**src/amc_pkg.sv**
```systemverilog
// constants and types for the operating state control block
package amc_pkg;

  // ==========================================================
  // register map
  localparam logic [7:0] CTRL_ADDR = 8'h10;
  localparam logic [7:0] CTRL_RESET = 8'h00;
  localparam logic [7:0] STATUS_ADDR = 8'h08;
  localparam logic [7:0] BURST_LEN_ADDR = 8'h29;

  // ==========================================================
  // control register fields
  localparam int SEL_LSB = 0;
  localparam int SEL_MSB = 2;
  localparam int RESV_BIT = 3;
  localparam int X_OFF_BIT = 4;
  localparam int Y_OFF_BIT = 5;
  localparam int Z_OFF_BIT = 6;
  localparam int BURST_CMD_BIT = 7;

  // ==========================================================
  // state select codes
  localparam logic [2:0] SEL_SLEEP = 3'h0;
  localparam logic [2:0] SEL_STANDBY = 3'h1;
  localparam logic [2:0] SEL_WATCH = 3'h2;
  localparam logic [2:0] SEL_CONT = 3'h5;
  localparam logic [2:0] SEL_COMBINED = 3'h6;
  localparam logic [2:0] SEL_BURST = 3'h7;

  // ==========================================================
  // burst length
  localparam logic [7:0] BURST_ENDLESS = 8'hff;
  localparam logic [7:0] BURST_MIN = 8'h01;
  localparam logic [7:0] BURST_ONE = 8'h01;

  // ==========================================================
  // timing
  localparam int CLK_PERIOD_NS = 50;
  localparam int HB_MAX_EDGES = 3;
  localparam int REPORT_LAG_MIN_US = 2;
  localparam int REPORT_LAG_MAX_US = 10;
  localparam int NS_PER_US = 1000;
  // least lag rounds up to whole cycles
  localparam int REPORT_LAG_CYCLES =
    (REPORT_LAG_MIN_US * NS_PER_US * 1000 + CLK_PERIOD_NS - 1) / CLK_PERIOD_NS;
  localparam int LAG_W = 20;

  // ==========================================================
  // operating states, one-hot
  typedef enum logic [5:0] {
    ST_SLEEP    = 6'h01,
    ST_STANDBY  = 6'h02,
    ST_WATCH    = 6'h04,
    ST_CONT     = 6'h08,
    ST_COMBINED = 6'h10,
    ST_BURST    = 6'h20
  } amc_state_t;

endpackage

```
**src/amc_heartbeat_sync.sv**
```systemverilog
// heartbeat synchroniser with agreement filter and transition pulse
`timescale 1ns/1ps
module amc_heartbeat_sync (
  // clock and reset
  input wire logic clk_i,
  input wire logic nrst_i,
  // heartbeat level from outside the domain
  input wire logic hb_i,
  // one pulse per accepted heartbeat transition
  output logic hb_edge_o
);

  // ==========================================================
  // three stage synchroniser
  logic sync1_ff;
  logic sync2_ff;
  logic sync3_ff;
  logic stable_ff;

  always_ff @(posedge clk_i or negedge nrst_i) begin
    if (!nrst_i) begin
      sync1_ff <= 1'b0;
      sync2_ff <= 1'b0;
      sync3_ff <= 1'b0;
    end else begin
      sync1_ff <= hb_i;
      sync2_ff <= sync1_ff;
      sync3_ff <= sync2_ff;
    end
  end

  // ==========================================================
  // a change counts once stages two and three agree
  always_ff @(posedge clk_i or negedge nrst_i) begin
    if (!nrst_i) begin
      stable_ff <= 1'b0;
      hb_edge_o <= 1'b0;
    end else begin
      hb_edge_o <= 1'b0;
      if ((sync2_ff == sync3_ff) && (sync3_ff != stable_ff)) begin
        stable_ff <= sync3_ff;
        hb_edge_o <= 1'b1;
      end
    end
  end

endmodule

```
**src/amc_mode_control.sv**
```systemverilog
// operating state control register and state machine
// What this block does
// [RL1] write-only eight-bit control register at 0x10, reset 0x00
// [RL2] commanded state change completes within three heartbeat transitions
// [RL3] hardware may rewrite the state select field on automatic events
// [RL4] reported state lags the written state by 2 to 10 ms
// [RL5] code 000 sleep: clocks stop, partial power down
// [RL6] code 001 standby: clocks run, no sampling
// [RL7] code 010 activity watch, moving to continuous sampling on activity
// [RL8] code 101 continuous three-axis sampling, watch circuitry off
// [RL9] code 110 watch, sampling and optional FIFO together
// [RL10] code 111 counted burst then back to sleep
// [RL11] bits 4, 5, 6 switch off X, Y, Z channels
// [RL12] writing bit 7 starts a one-shot counted burst
// [RL13] burst length 255 samples without end
// [RL14] burst length comes from the shadow register at 0x29
// [RL15] burst starts are accepted only from standby
// [RL16] outside trigger only with code 111, never with burst command; here an enabled outside trigger refuses every burst start, code 111 included
// [RL17] host avoids codes 011, 100 and writes zero to bit 3
`timescale 1ns/1ps
module amc_mode_control #(
  parameter int LAG_CYCLES = amc_pkg::REPORT_LAG_CYCLES
) (
  // clock and reset
  input wire logic CLOCK_I,
  input wire logic NRST_I,
  // register write port from the host interface logic
  input wire logic WR_STB_I,
  input wire logic [7:0] WR_ADDR_I,
  input wire logic [7:0] WR_DATA_I,
  // heartbeat clock, from outside this domain
  input wire logic HEARTBEAT_I,
  // events from the sensing logic
  input wire logic ACTIVITY_I,
  input wire logic SAMPLE_DONE_I,
  input wire logic [7:0] BURST_LENGTH_I,
  input wire logic OUTSIDE_TRIGGER_ENABLE_I,
  // state select field as hardware holds it
  output logic [2:0] STATE_SELECT_O,
  // reported current state for the status register
  output logic [2:0] REPORTED_STATE_O,
  // controls to the sensing logic
  output logic CLOCKS_EN_O,
  output logic POWER_DOWN_O,
  output logic WATCH_EN_O,
  output logic SAMPLING_EN_O,
  output logic FIFO_ALLOW_O,
  output logic BURST_ACTIVE_O,
  output logic [2:0] CHANNEL_EN_O
);

  // ==========================================================
  // declarations
  typedef amc_pkg::amc_state_t amc_state_t;

  logic hb_edge;
  logic ctrl_wr;
  logic [7:0] ctrl_ff;
  logic pending_ff;
  logic burst_req_ff;
  logic [1:0] hb_count_ff;
  amc_state_t state_ff;
  amc_state_t nxt_state;
  logic hw_set;
  logic [2:0] hw_sel;
  logic burst_go;
  logic [7:0] burst_len_ff;
  logic [7:0] burst_cnt_ff;
  logic burst_last;
  logic [2:0] state_code;
  logic [2:0] last_code_ff;
  logic [amc_pkg::LAG_W-1:0] lag_cnt_ff;
  logic apply;

  // ==========================================================
  // heartbeat transitions
  amc_heartbeat_sync u_hb_sync (
    .clk_i(CLOCK_I),
    .nrst_i(NRST_I),
    .hb_i(HEARTBEAT_I),
    .hb_edge_o(hb_edge)
  );

  // ==========================================================
  // control register write
  assign ctrl_wr = WR_STB_I && (WR_ADDR_I == amc_pkg::CTRL_ADDR); // see [RL1]

  always_ff @(posedge CLOCK_I or negedge NRST_I) begin
    if (!NRST_I) begin
      ctrl_ff <= amc_pkg::CTRL_RESET; // see [RL1]
    end else if (ctrl_wr) begin
      ctrl_ff <= WR_DATA_I;
      ctrl_ff[amc_pkg::BURST_CMD_BIT] <= 1'b0;
    end else if (hw_set) begin
      ctrl_ff[amc_pkg::SEL_MSB:amc_pkg::SEL_LSB] <= hw_sel; // see [RL3]
    end
  end

  // ==========================================================
  // pending change, applied on a heartbeat transition
  always_ff @(posedge CLOCK_I or negedge NRST_I) begin
    if (!NRST_I) begin
      pending_ff <= 1'b0;
      burst_req_ff <= 1'b0;
      hb_count_ff <= 2'h0;
    end else if (ctrl_wr) begin
      pending_ff <= 1'b1;
      burst_req_ff <= WR_DATA_I[amc_pkg::BURST_CMD_BIT]; // see [RL12]
      hb_count_ff <= 2'h0;
    end else if (apply) begin
      pending_ff <= 1'b0;
      burst_req_ff <= 1'b0;
      hb_count_ff <= 2'h0;
    end else if (pending_ff && hb_edge) begin
      hb_count_ff <= hb_count_ff + 2'h1;
    end
  end

  // first heartbeat transition after the write takes the change
  assign apply = pending_ff && hb_edge; // see [RL2]

  // ==========================================================
  // automatic events
  assign burst_last = SAMPLE_DONE_I && (burst_len_ff != amc_pkg::BURST_ENDLESS) &&
                      (burst_cnt_ff + amc_pkg::BURST_ONE >= burst_len_ff); // see [RL13]
  assign burst_go = apply && (state_ff == amc_pkg::ST_STANDBY) &&
                    !OUTSIDE_TRIGGER_ENABLE_I && // see [RL16]
                    (burst_req_ff ||
                     (ctrl_ff[amc_pkg::SEL_MSB:amc_pkg::SEL_LSB] == amc_pkg::SEL_BURST));

  always_comb begin
    hw_set = 1'b0;
    hw_sel = amc_pkg::SEL_SLEEP;
    if ((state_ff == amc_pkg::ST_WATCH) && ACTIVITY_I && !apply) begin
      hw_set = 1'b1;
      hw_sel = amc_pkg::SEL_CONT; // see [RL7]
    end else if ((state_ff == amc_pkg::ST_BURST) && burst_last && !apply) begin
      hw_set = 1'b1;
      hw_sel = amc_pkg::SEL_SLEEP; // see [RL10]
    end else if (burst_go && burst_req_ff) begin
      hw_set = 1'b1;
      hw_sel = amc_pkg::SEL_BURST; // see [RL3]
    end
  end

  // ==========================================================
  // operating state machine
  always_comb begin
    nxt_state = state_ff;
    if (apply) begin
      unique case (ctrl_ff[amc_pkg::SEL_MSB:amc_pkg::SEL_LSB])
        amc_pkg::SEL_SLEEP: nxt_state = amc_pkg::ST_SLEEP; // see [RL5]
        amc_pkg::SEL_STANDBY: nxt_state = amc_pkg::ST_STANDBY; // see [RL6]
        amc_pkg::SEL_WATCH: nxt_state = amc_pkg::ST_WATCH; // see [RL7]
        amc_pkg::SEL_CONT: nxt_state = amc_pkg::ST_CONT; // see [RL8]
        amc_pkg::SEL_COMBINED: nxt_state = amc_pkg::ST_COMBINED; // see [RL9]
        amc_pkg::SEL_BURST: begin
          if (burst_go) begin
            nxt_state = amc_pkg::ST_BURST; // see [RL15]
          end
        end
        default: nxt_state = state_ff;
      endcase
      if (burst_go) begin
        nxt_state = amc_pkg::ST_BURST; // see [RL12]
      end
    end else begin
      unique case (state_ff)
        amc_pkg::ST_WATCH: begin
          if (ACTIVITY_I) begin
            nxt_state = amc_pkg::ST_CONT; // see [RL7]
          end
        end
        amc_pkg::ST_BURST: begin
          if (burst_last) begin
            nxt_state = amc_pkg::ST_SLEEP; // see [RL10]
          end
        end
        default: nxt_state = state_ff;
      endcase
    end
  end

  always_ff @(posedge CLOCK_I or negedge NRST_I) begin
    if (!NRST_I) begin
      state_ff <= amc_pkg::ST_SLEEP;
    end else begin
      state_ff <= nxt_state;
    end
  end

  // ==========================================================
  // burst length capture and sample count
  always_ff @(posedge CLOCK_I or negedge NRST_I) begin
    if (!NRST_I) begin
      burst_len_ff <= amc_pkg::BURST_MIN;
      burst_cnt_ff <= 8'h00;
    end else if (burst_go) begin
      // zero length runs one sample
      burst_len_ff <= (BURST_LENGTH_I == 8'h00) ? amc_pkg::BURST_MIN :
                      BURST_LENGTH_I; // see [RL14]
      burst_cnt_ff <= 8'h00;
    end else if ((state_ff == amc_pkg::ST_BURST) && SAMPLE_DONE_I &&
                 (burst_len_ff != amc_pkg::BURST_ENDLESS)) begin
      burst_cnt_ff <= burst_cnt_ff + amc_pkg::BURST_ONE; // see [RL10]
    end
  end

  // ==========================================================
  // reported state with settling lag
  always_comb begin
    unique case (state_ff)
      amc_pkg::ST_SLEEP: state_code = amc_pkg::SEL_SLEEP;
      amc_pkg::ST_STANDBY: state_code = amc_pkg::SEL_STANDBY;
      amc_pkg::ST_WATCH: state_code = amc_pkg::SEL_WATCH;
      amc_pkg::ST_CONT: state_code = amc_pkg::SEL_CONT;
      amc_pkg::ST_COMBINED: state_code = amc_pkg::SEL_COMBINED;
      amc_pkg::ST_BURST: state_code = amc_pkg::SEL_BURST;
      default: state_code = amc_pkg::SEL_SLEEP;
    endcase
  end

  always_ff @(posedge CLOCK_I or negedge NRST_I) begin
    if (!NRST_I) begin
      last_code_ff <= amc_pkg::SEL_SLEEP;
      lag_cnt_ff <= '0;
      REPORTED_STATE_O <= amc_pkg::SEL_SLEEP;
    end else if (state_code != last_code_ff) begin
      last_code_ff <= state_code;
      lag_cnt_ff <= '0; // see [RL4]
    end else if (REPORTED_STATE_O != last_code_ff) begin
      if (lag_cnt_ff >= amc_pkg::LAG_W'(LAG_CYCLES - 1)) begin
        REPORTED_STATE_O <= last_code_ff; // see [RL4]
        lag_cnt_ff <= '0;
      end else begin
        lag_cnt_ff <= lag_cnt_ff + amc_pkg::LAG_W'(1);
      end
    end
  end

  // ==========================================================
  // registered controls to the sensing logic
  always_ff @(posedge CLOCK_I or negedge NRST_I) begin
    if (!NRST_I) begin
      CLOCKS_EN_O <= 1'b0;
      POWER_DOWN_O <= 1'b1;
      WATCH_EN_O <= 1'b0;
      SAMPLING_EN_O <= 1'b0;
      FIFO_ALLOW_O <= 1'b0;
      BURST_ACTIVE_O <= 1'b0;
    end else begin
      CLOCKS_EN_O <= (state_ff != amc_pkg::ST_SLEEP); // see [RL5]
      POWER_DOWN_O <= (state_ff == amc_pkg::ST_SLEEP); // see [RL5]
      WATCH_EN_O <= (state_ff == amc_pkg::ST_WATCH) ||
                    (state_ff == amc_pkg::ST_COMBINED); // see [RL9]
      SAMPLING_EN_O <= (state_ff == amc_pkg::ST_CONT) ||
                       (state_ff == amc_pkg::ST_COMBINED) ||
                       (state_ff == amc_pkg::ST_BURST); // see [RL8]
      FIFO_ALLOW_O <= (state_ff == amc_pkg::ST_CONT) ||
                      (state_ff == amc_pkg::ST_COMBINED) ||
                      (state_ff == amc_pkg::ST_BURST); // see [RL9]
      BURST_ACTIVE_O <= (state_ff == amc_pkg::ST_BURST); // see [RL10]
    end
  end

  // ==========================================================
  // channel enables and state select field
  always_ff @(posedge CLOCK_I or negedge NRST_I) begin
    if (!NRST_I) begin
      CHANNEL_EN_O <= 3'h7;
      STATE_SELECT_O <= amc_pkg::SEL_SLEEP;
    end else begin
      CHANNEL_EN_O[0] <= !ctrl_ff[amc_pkg::X_OFF_BIT]; // see [RL11]
      CHANNEL_EN_O[1] <= !ctrl_ff[amc_pkg::Y_OFF_BIT]; // see [RL11]
      CHANNEL_EN_O[2] <= !ctrl_ff[amc_pkg::Z_OFF_BIT]; // see [RL11]
      STATE_SELECT_O <= ctrl_ff[amc_pkg::SEL_MSB:amc_pkg::SEL_LSB];
    end
  end

endmodule

```
**config.mk**
```make
export PLATFORM = sky130hd
export DESIGN_NAME = amc_mode_control
export DESIGN_NICKNAME = d
export VERILOG_FILES = /design/src/amc_pkg.sv /design/src/amc_heartbeat_sync.sv /design/src/amc_mode_control.sv
export SDC_FILE = /design/constraint.sdc
export NUM_CORES = 1
export LEC_CHECK = 0
export BUFFER_PORTS_ARGS = -buffer_cell sky130_fd_sc_hd__buf_2
export CAP_MARGIN = 20
export CORE_AREA = 3 3 125 67
export CTS_CLUSTER_SIZE = 24
export DETAILED_ROUTE_END_ITERATION = 12
export DIE_AREA = 0 0 128 70
export HOLD_SLACK_MARGIN = 0.06
export PLACE_DENSITY = 0.8
export SKIP_LAST_GASP = 1
export SYNTH_ARGS = -nofsm -noshare
export SYNTH_HDL_FRONTEND = slang
export SYNTH_HIERARCHICAL = 1
export SYNTH_SLANG_ARGS = --single-unit
```
**constraint.sdc**
```tcl
create_clock -name CLOCK_I -period 2.22 [get_ports CLOCK_I]
set_input_delay 0.222 -clock CLOCK_I [delete_from_list [all_inputs] [get_ports CLOCK_I]]
set_output_delay 0.222 -clock CLOCK_I [all_outputs]
set_load 0.01 [all_outputs]
```
==> impl_metrics.csv <==
group,metric,value,unit
outcome,status,"finished with violations",
outcome,violations,"negative setup slack",
place,dp_hpwl,5.24,mm
timing,finalSetupViolations,20,
timing,hold_viol,0,
pwr,sw_frac_of_total,0.326,
drt,remaining_drc_errors,0,
yosys,yosys.area.top_type_share,0.457,
critical_path,critPathKind,"reg -> reg",
clock_network,clkSinkCount,72,
yosys,synthCells,361,
yosys,synth_compound_area_frac,0.173,
global_route,grt_pass1_vias,2906,
pwr,clkPwrFrac,0.282,
pwr,ir_drop,0.475,mV
clock_network,cts.clk_slew.worst_paths,50,ps
yosys,synthSimpleGateAreaFrac,0.192,
timing,finClkSkew,3.34,ps
global_route,grt_pass1_wl,13.5,mm
yosys,netlist_top_cells_area,"dfrtp_1, dfstp_2, o21ai_0",
hold_path,hp-start,"WR_DATA_I[7]",
drt,viasPerCell,5.54,
critical_path,critPathLaunchType,"flop",
finish,syn2layout_area_growth,33.9,%
pwr,power.switching,1.71,mW
yosys,synth-adder-area-share,0.0377,
finish,nets,491,
floorplanning,placeableCoreArea,0.00727,sq mm
critical_path,worstPathRequired,2440,ps
yosys,synth_edf_count,0,
place,port_buffers,44,
yosys,yosysTopAreaCell,"dfrtp_1",
drt,antenna_left,0,
timing,setup_ws,-172,ps
yosys,synth_async_sr_flop_share,1.00,
yosys,ys.warnings.count,6,
yosys,synth_xor_area_frac,0.0408,
drt,wl,8.02,mm
global_route,grt_max_degree,73,
yosys,ys_seq_area_frac,0.500,
pwr,leakagePower,2.32,nW
floorplanning,dieArea,0.00896,sq mm
floorplanning,initial_utilization,0.498,
place,place_area,0.00414,sq mm
drt,vias,3055,
yosys,synthMuxAreaShare,0.0125,
critical_path,startpoint,"burst_cnt_ff[1]",
job,maxCapViolations,0,
timing,slew_viol_final,0,
finish,drive_gt1_frac,0.347,
floorplanning,die_x,128,um
yosys,synth_cell_types,54,
timing,slew_headroom,0.575,
hold_path,hp-class,"in -> reg",
clock_network,insertion_delay,340,ps
timing,finalCritPeriodShare,1.08,
pwr,intPower,3.53,mW
timing,clock.fmax,418,MHz
timing,grt_setup_unrepaired,"yes",
global_route,antenna_found_initial,0,
place,gp_congestion,0.841,
drt,drtPass1Iterations,6,
clock_network,clock_path_buffers,2,
finish,diodes,0,
drt,wl_per_cell,14.6,um
clock_network,cts_buffers,9,
place,post-place-cells,519,
yosys,synth_common_cells,"dfrtp_1, nand2_1, o21ai_0",
pwr,cellPowerDensity,1080,mW/mm^2
global_route,grt_usage,0.190,
floorplanning,io_pins,46,
yosys,ys.flop_type,"dfrtp_1",
finish,fin_cells,551,
floorplanning,rows,22,
timing,worstMarginPinSlew,638,ps
critical_path,rr_startpoint,"burst_cnt_ff[1]",
timing,setup_tns,-1470,ps
clock_network,h-tree-depth,3,
floorplanning,die_h,70,um
yosys,synth_nets,402,
critical_path,crit_fanout,4,
drt,dr.first_iter.drc_count,224,
yosys,synth_most_common_cell,"dfrtp_1",
clock_network,cts_tree,"done",
yosys,ys_seq_elements,72,
pwr,comb_power_share,0.392,
critical_path,end_kind,"flop",
timing,post-route-min-period,2390,ps
pwr,p_seq_frac,0.326,
finish,fin_area,0.00484,sq mm
clock_network,cts_root_buf,"clkbuf_16",
yosys,synth_top_family_by_area,"simple AND/OR/NAND/NOR gates",
yosys,syn_area,0.00362,sq mm
yosys,avgSynthCellArea,10.0,sq um
global_route,overflow,0,
critical_path,worstPathArrival,2610,ps
## flip-flops by register name (all words and copies together), names as in the netlist, 3 cells and up
register,cells
burst_cnt_ff,8
burst_len_ff,8
STATE_SELECT_O,3
REPORTED_STATE_O,3
lag_cnt_ff,20
ctrl_ff,6
last_code_ff,3
CHANNEL_EN_O,3
state_ff,6
## path summary, 6_finish.rpt
| path | endpoint | slack, ps | cells past startpoint |
|---|---|---|---|
| worst max-delay path | state_ff[5] | -170 | 10 |
| worst min-delay path | burst_req_ff | 80 | 3 |
| worst max register to register | state_ff[5] | -170 | 10 |
| worst min register to register | u_hb_sync/sync2_ff | 350 | 0 |
| max in group asynchronous | burst_len_ff[0] | 1440 | 3 |
| min in group asynchronous | lag_cnt_ff[1] | 430 | 3 |
## worst max-delay path, cell delays in order, from the launching register on
cell      delay [ps]
dfrtp_1          410
and3_4           190
and3_4           170
and3_4           190
xor2_4           160
ha_4             270
o2111a_1         220
a221oi_4          90
buf_4            150
o21ba_4          200
a211o_1          220
## cell type report
cell class,count,area (sq um)
fill,572,2430
sequential,72,1810
multi-input combinational,255,1880
inverter,20,75.1
tap,96,120
clock buffer,13,270
timing repair buffer,92,648
clock inverter,3,40.0
## power groups by stage
| stage | sequential, mW | clock, mW | combinational, mW |
|---|---|---|---|
| final | 1.71 | 1.48 | 2.05 |
| after CTS | 1.70 | 1.52 | 1.83 |
| after floorplan | 1.65 | 0 | 1.01 |
| after detailed placement | 1.72 | 0 | 1.51 |
| after global placement | 1.71 | 0 | 1.48 |
| after global routing | 1.74 | 1.58 | 2.26 |
## metal layers
layer,up-vias,GRT usage,wire length [um]
met2,57,0.311,4100
met3,9,0.0741,330
met4,0,0.0565,101
li1,1491,-,-
met5,-,0,0
met1,1498,0.234,3500
## metrics by stage
stage	util	setup slack (ps)	power, mW	hold WS, ps
6_report	0.666	-172	5.24	78.8
5_1_grt	0.666	-250	5.58	82.1
4_1_cts	0.638	-120	5.04	66.2
3_5_place_dp	0.569	-168	3.23	280
3_3_place_gp	0.569	-77.3	3.18	277
2_1_floorplan	-	-60.4	2.67	-73.6
## cells by family (layout without fill, tap and decap cells)
kind of cell / after synthesis / after routing
mux: 4 / 4
flops: 72 / 72
xor+xnor: 16 / 16
buf+inv: 34 / 128
simple gates: 129 / 129
compound gates: 95 / 95
fa+ha+maj: 11 / 11
## what timing repair did
action                                  CTS  global route
hold buffers                              2             0
endpoints found under the hold margin    67             0
pin swaps                                15            14
endpoints found under the setup margin   23            38
resized for setup                        24            32
setup buffers                             9             4
cloned                                    1             1
## placed cells by master (no fill, tap or decap), types with 5 or more instances in the layout
cell / netlist / layout
dfrtp_1: 66 / 64
buf_2: 6 / 44
nand2_1: 38 / 38
buf_4: 2 / 34
o21ai_0: 29 / 24
inv_1: 20 / 20
a21oi_1: 18 / 16
nor2_1: 16 / 14
nand3_1: 15 / 13
nor3_1: 14 / 11
buf_6: 2 / 10
clkbuf_16: 0 / 9
a31oi_1: 9 / 8
ha_1: 10 / 8
xnor2_1: 9 / 7
and3_1: 10 / 7
dfstp_2: 6 / 6
or2b_1: 5 / 5
o21ai_1: 1 / 5
a32o_1: 5 / 5
No activity file was read; power rests on OpenSTA's default activity.
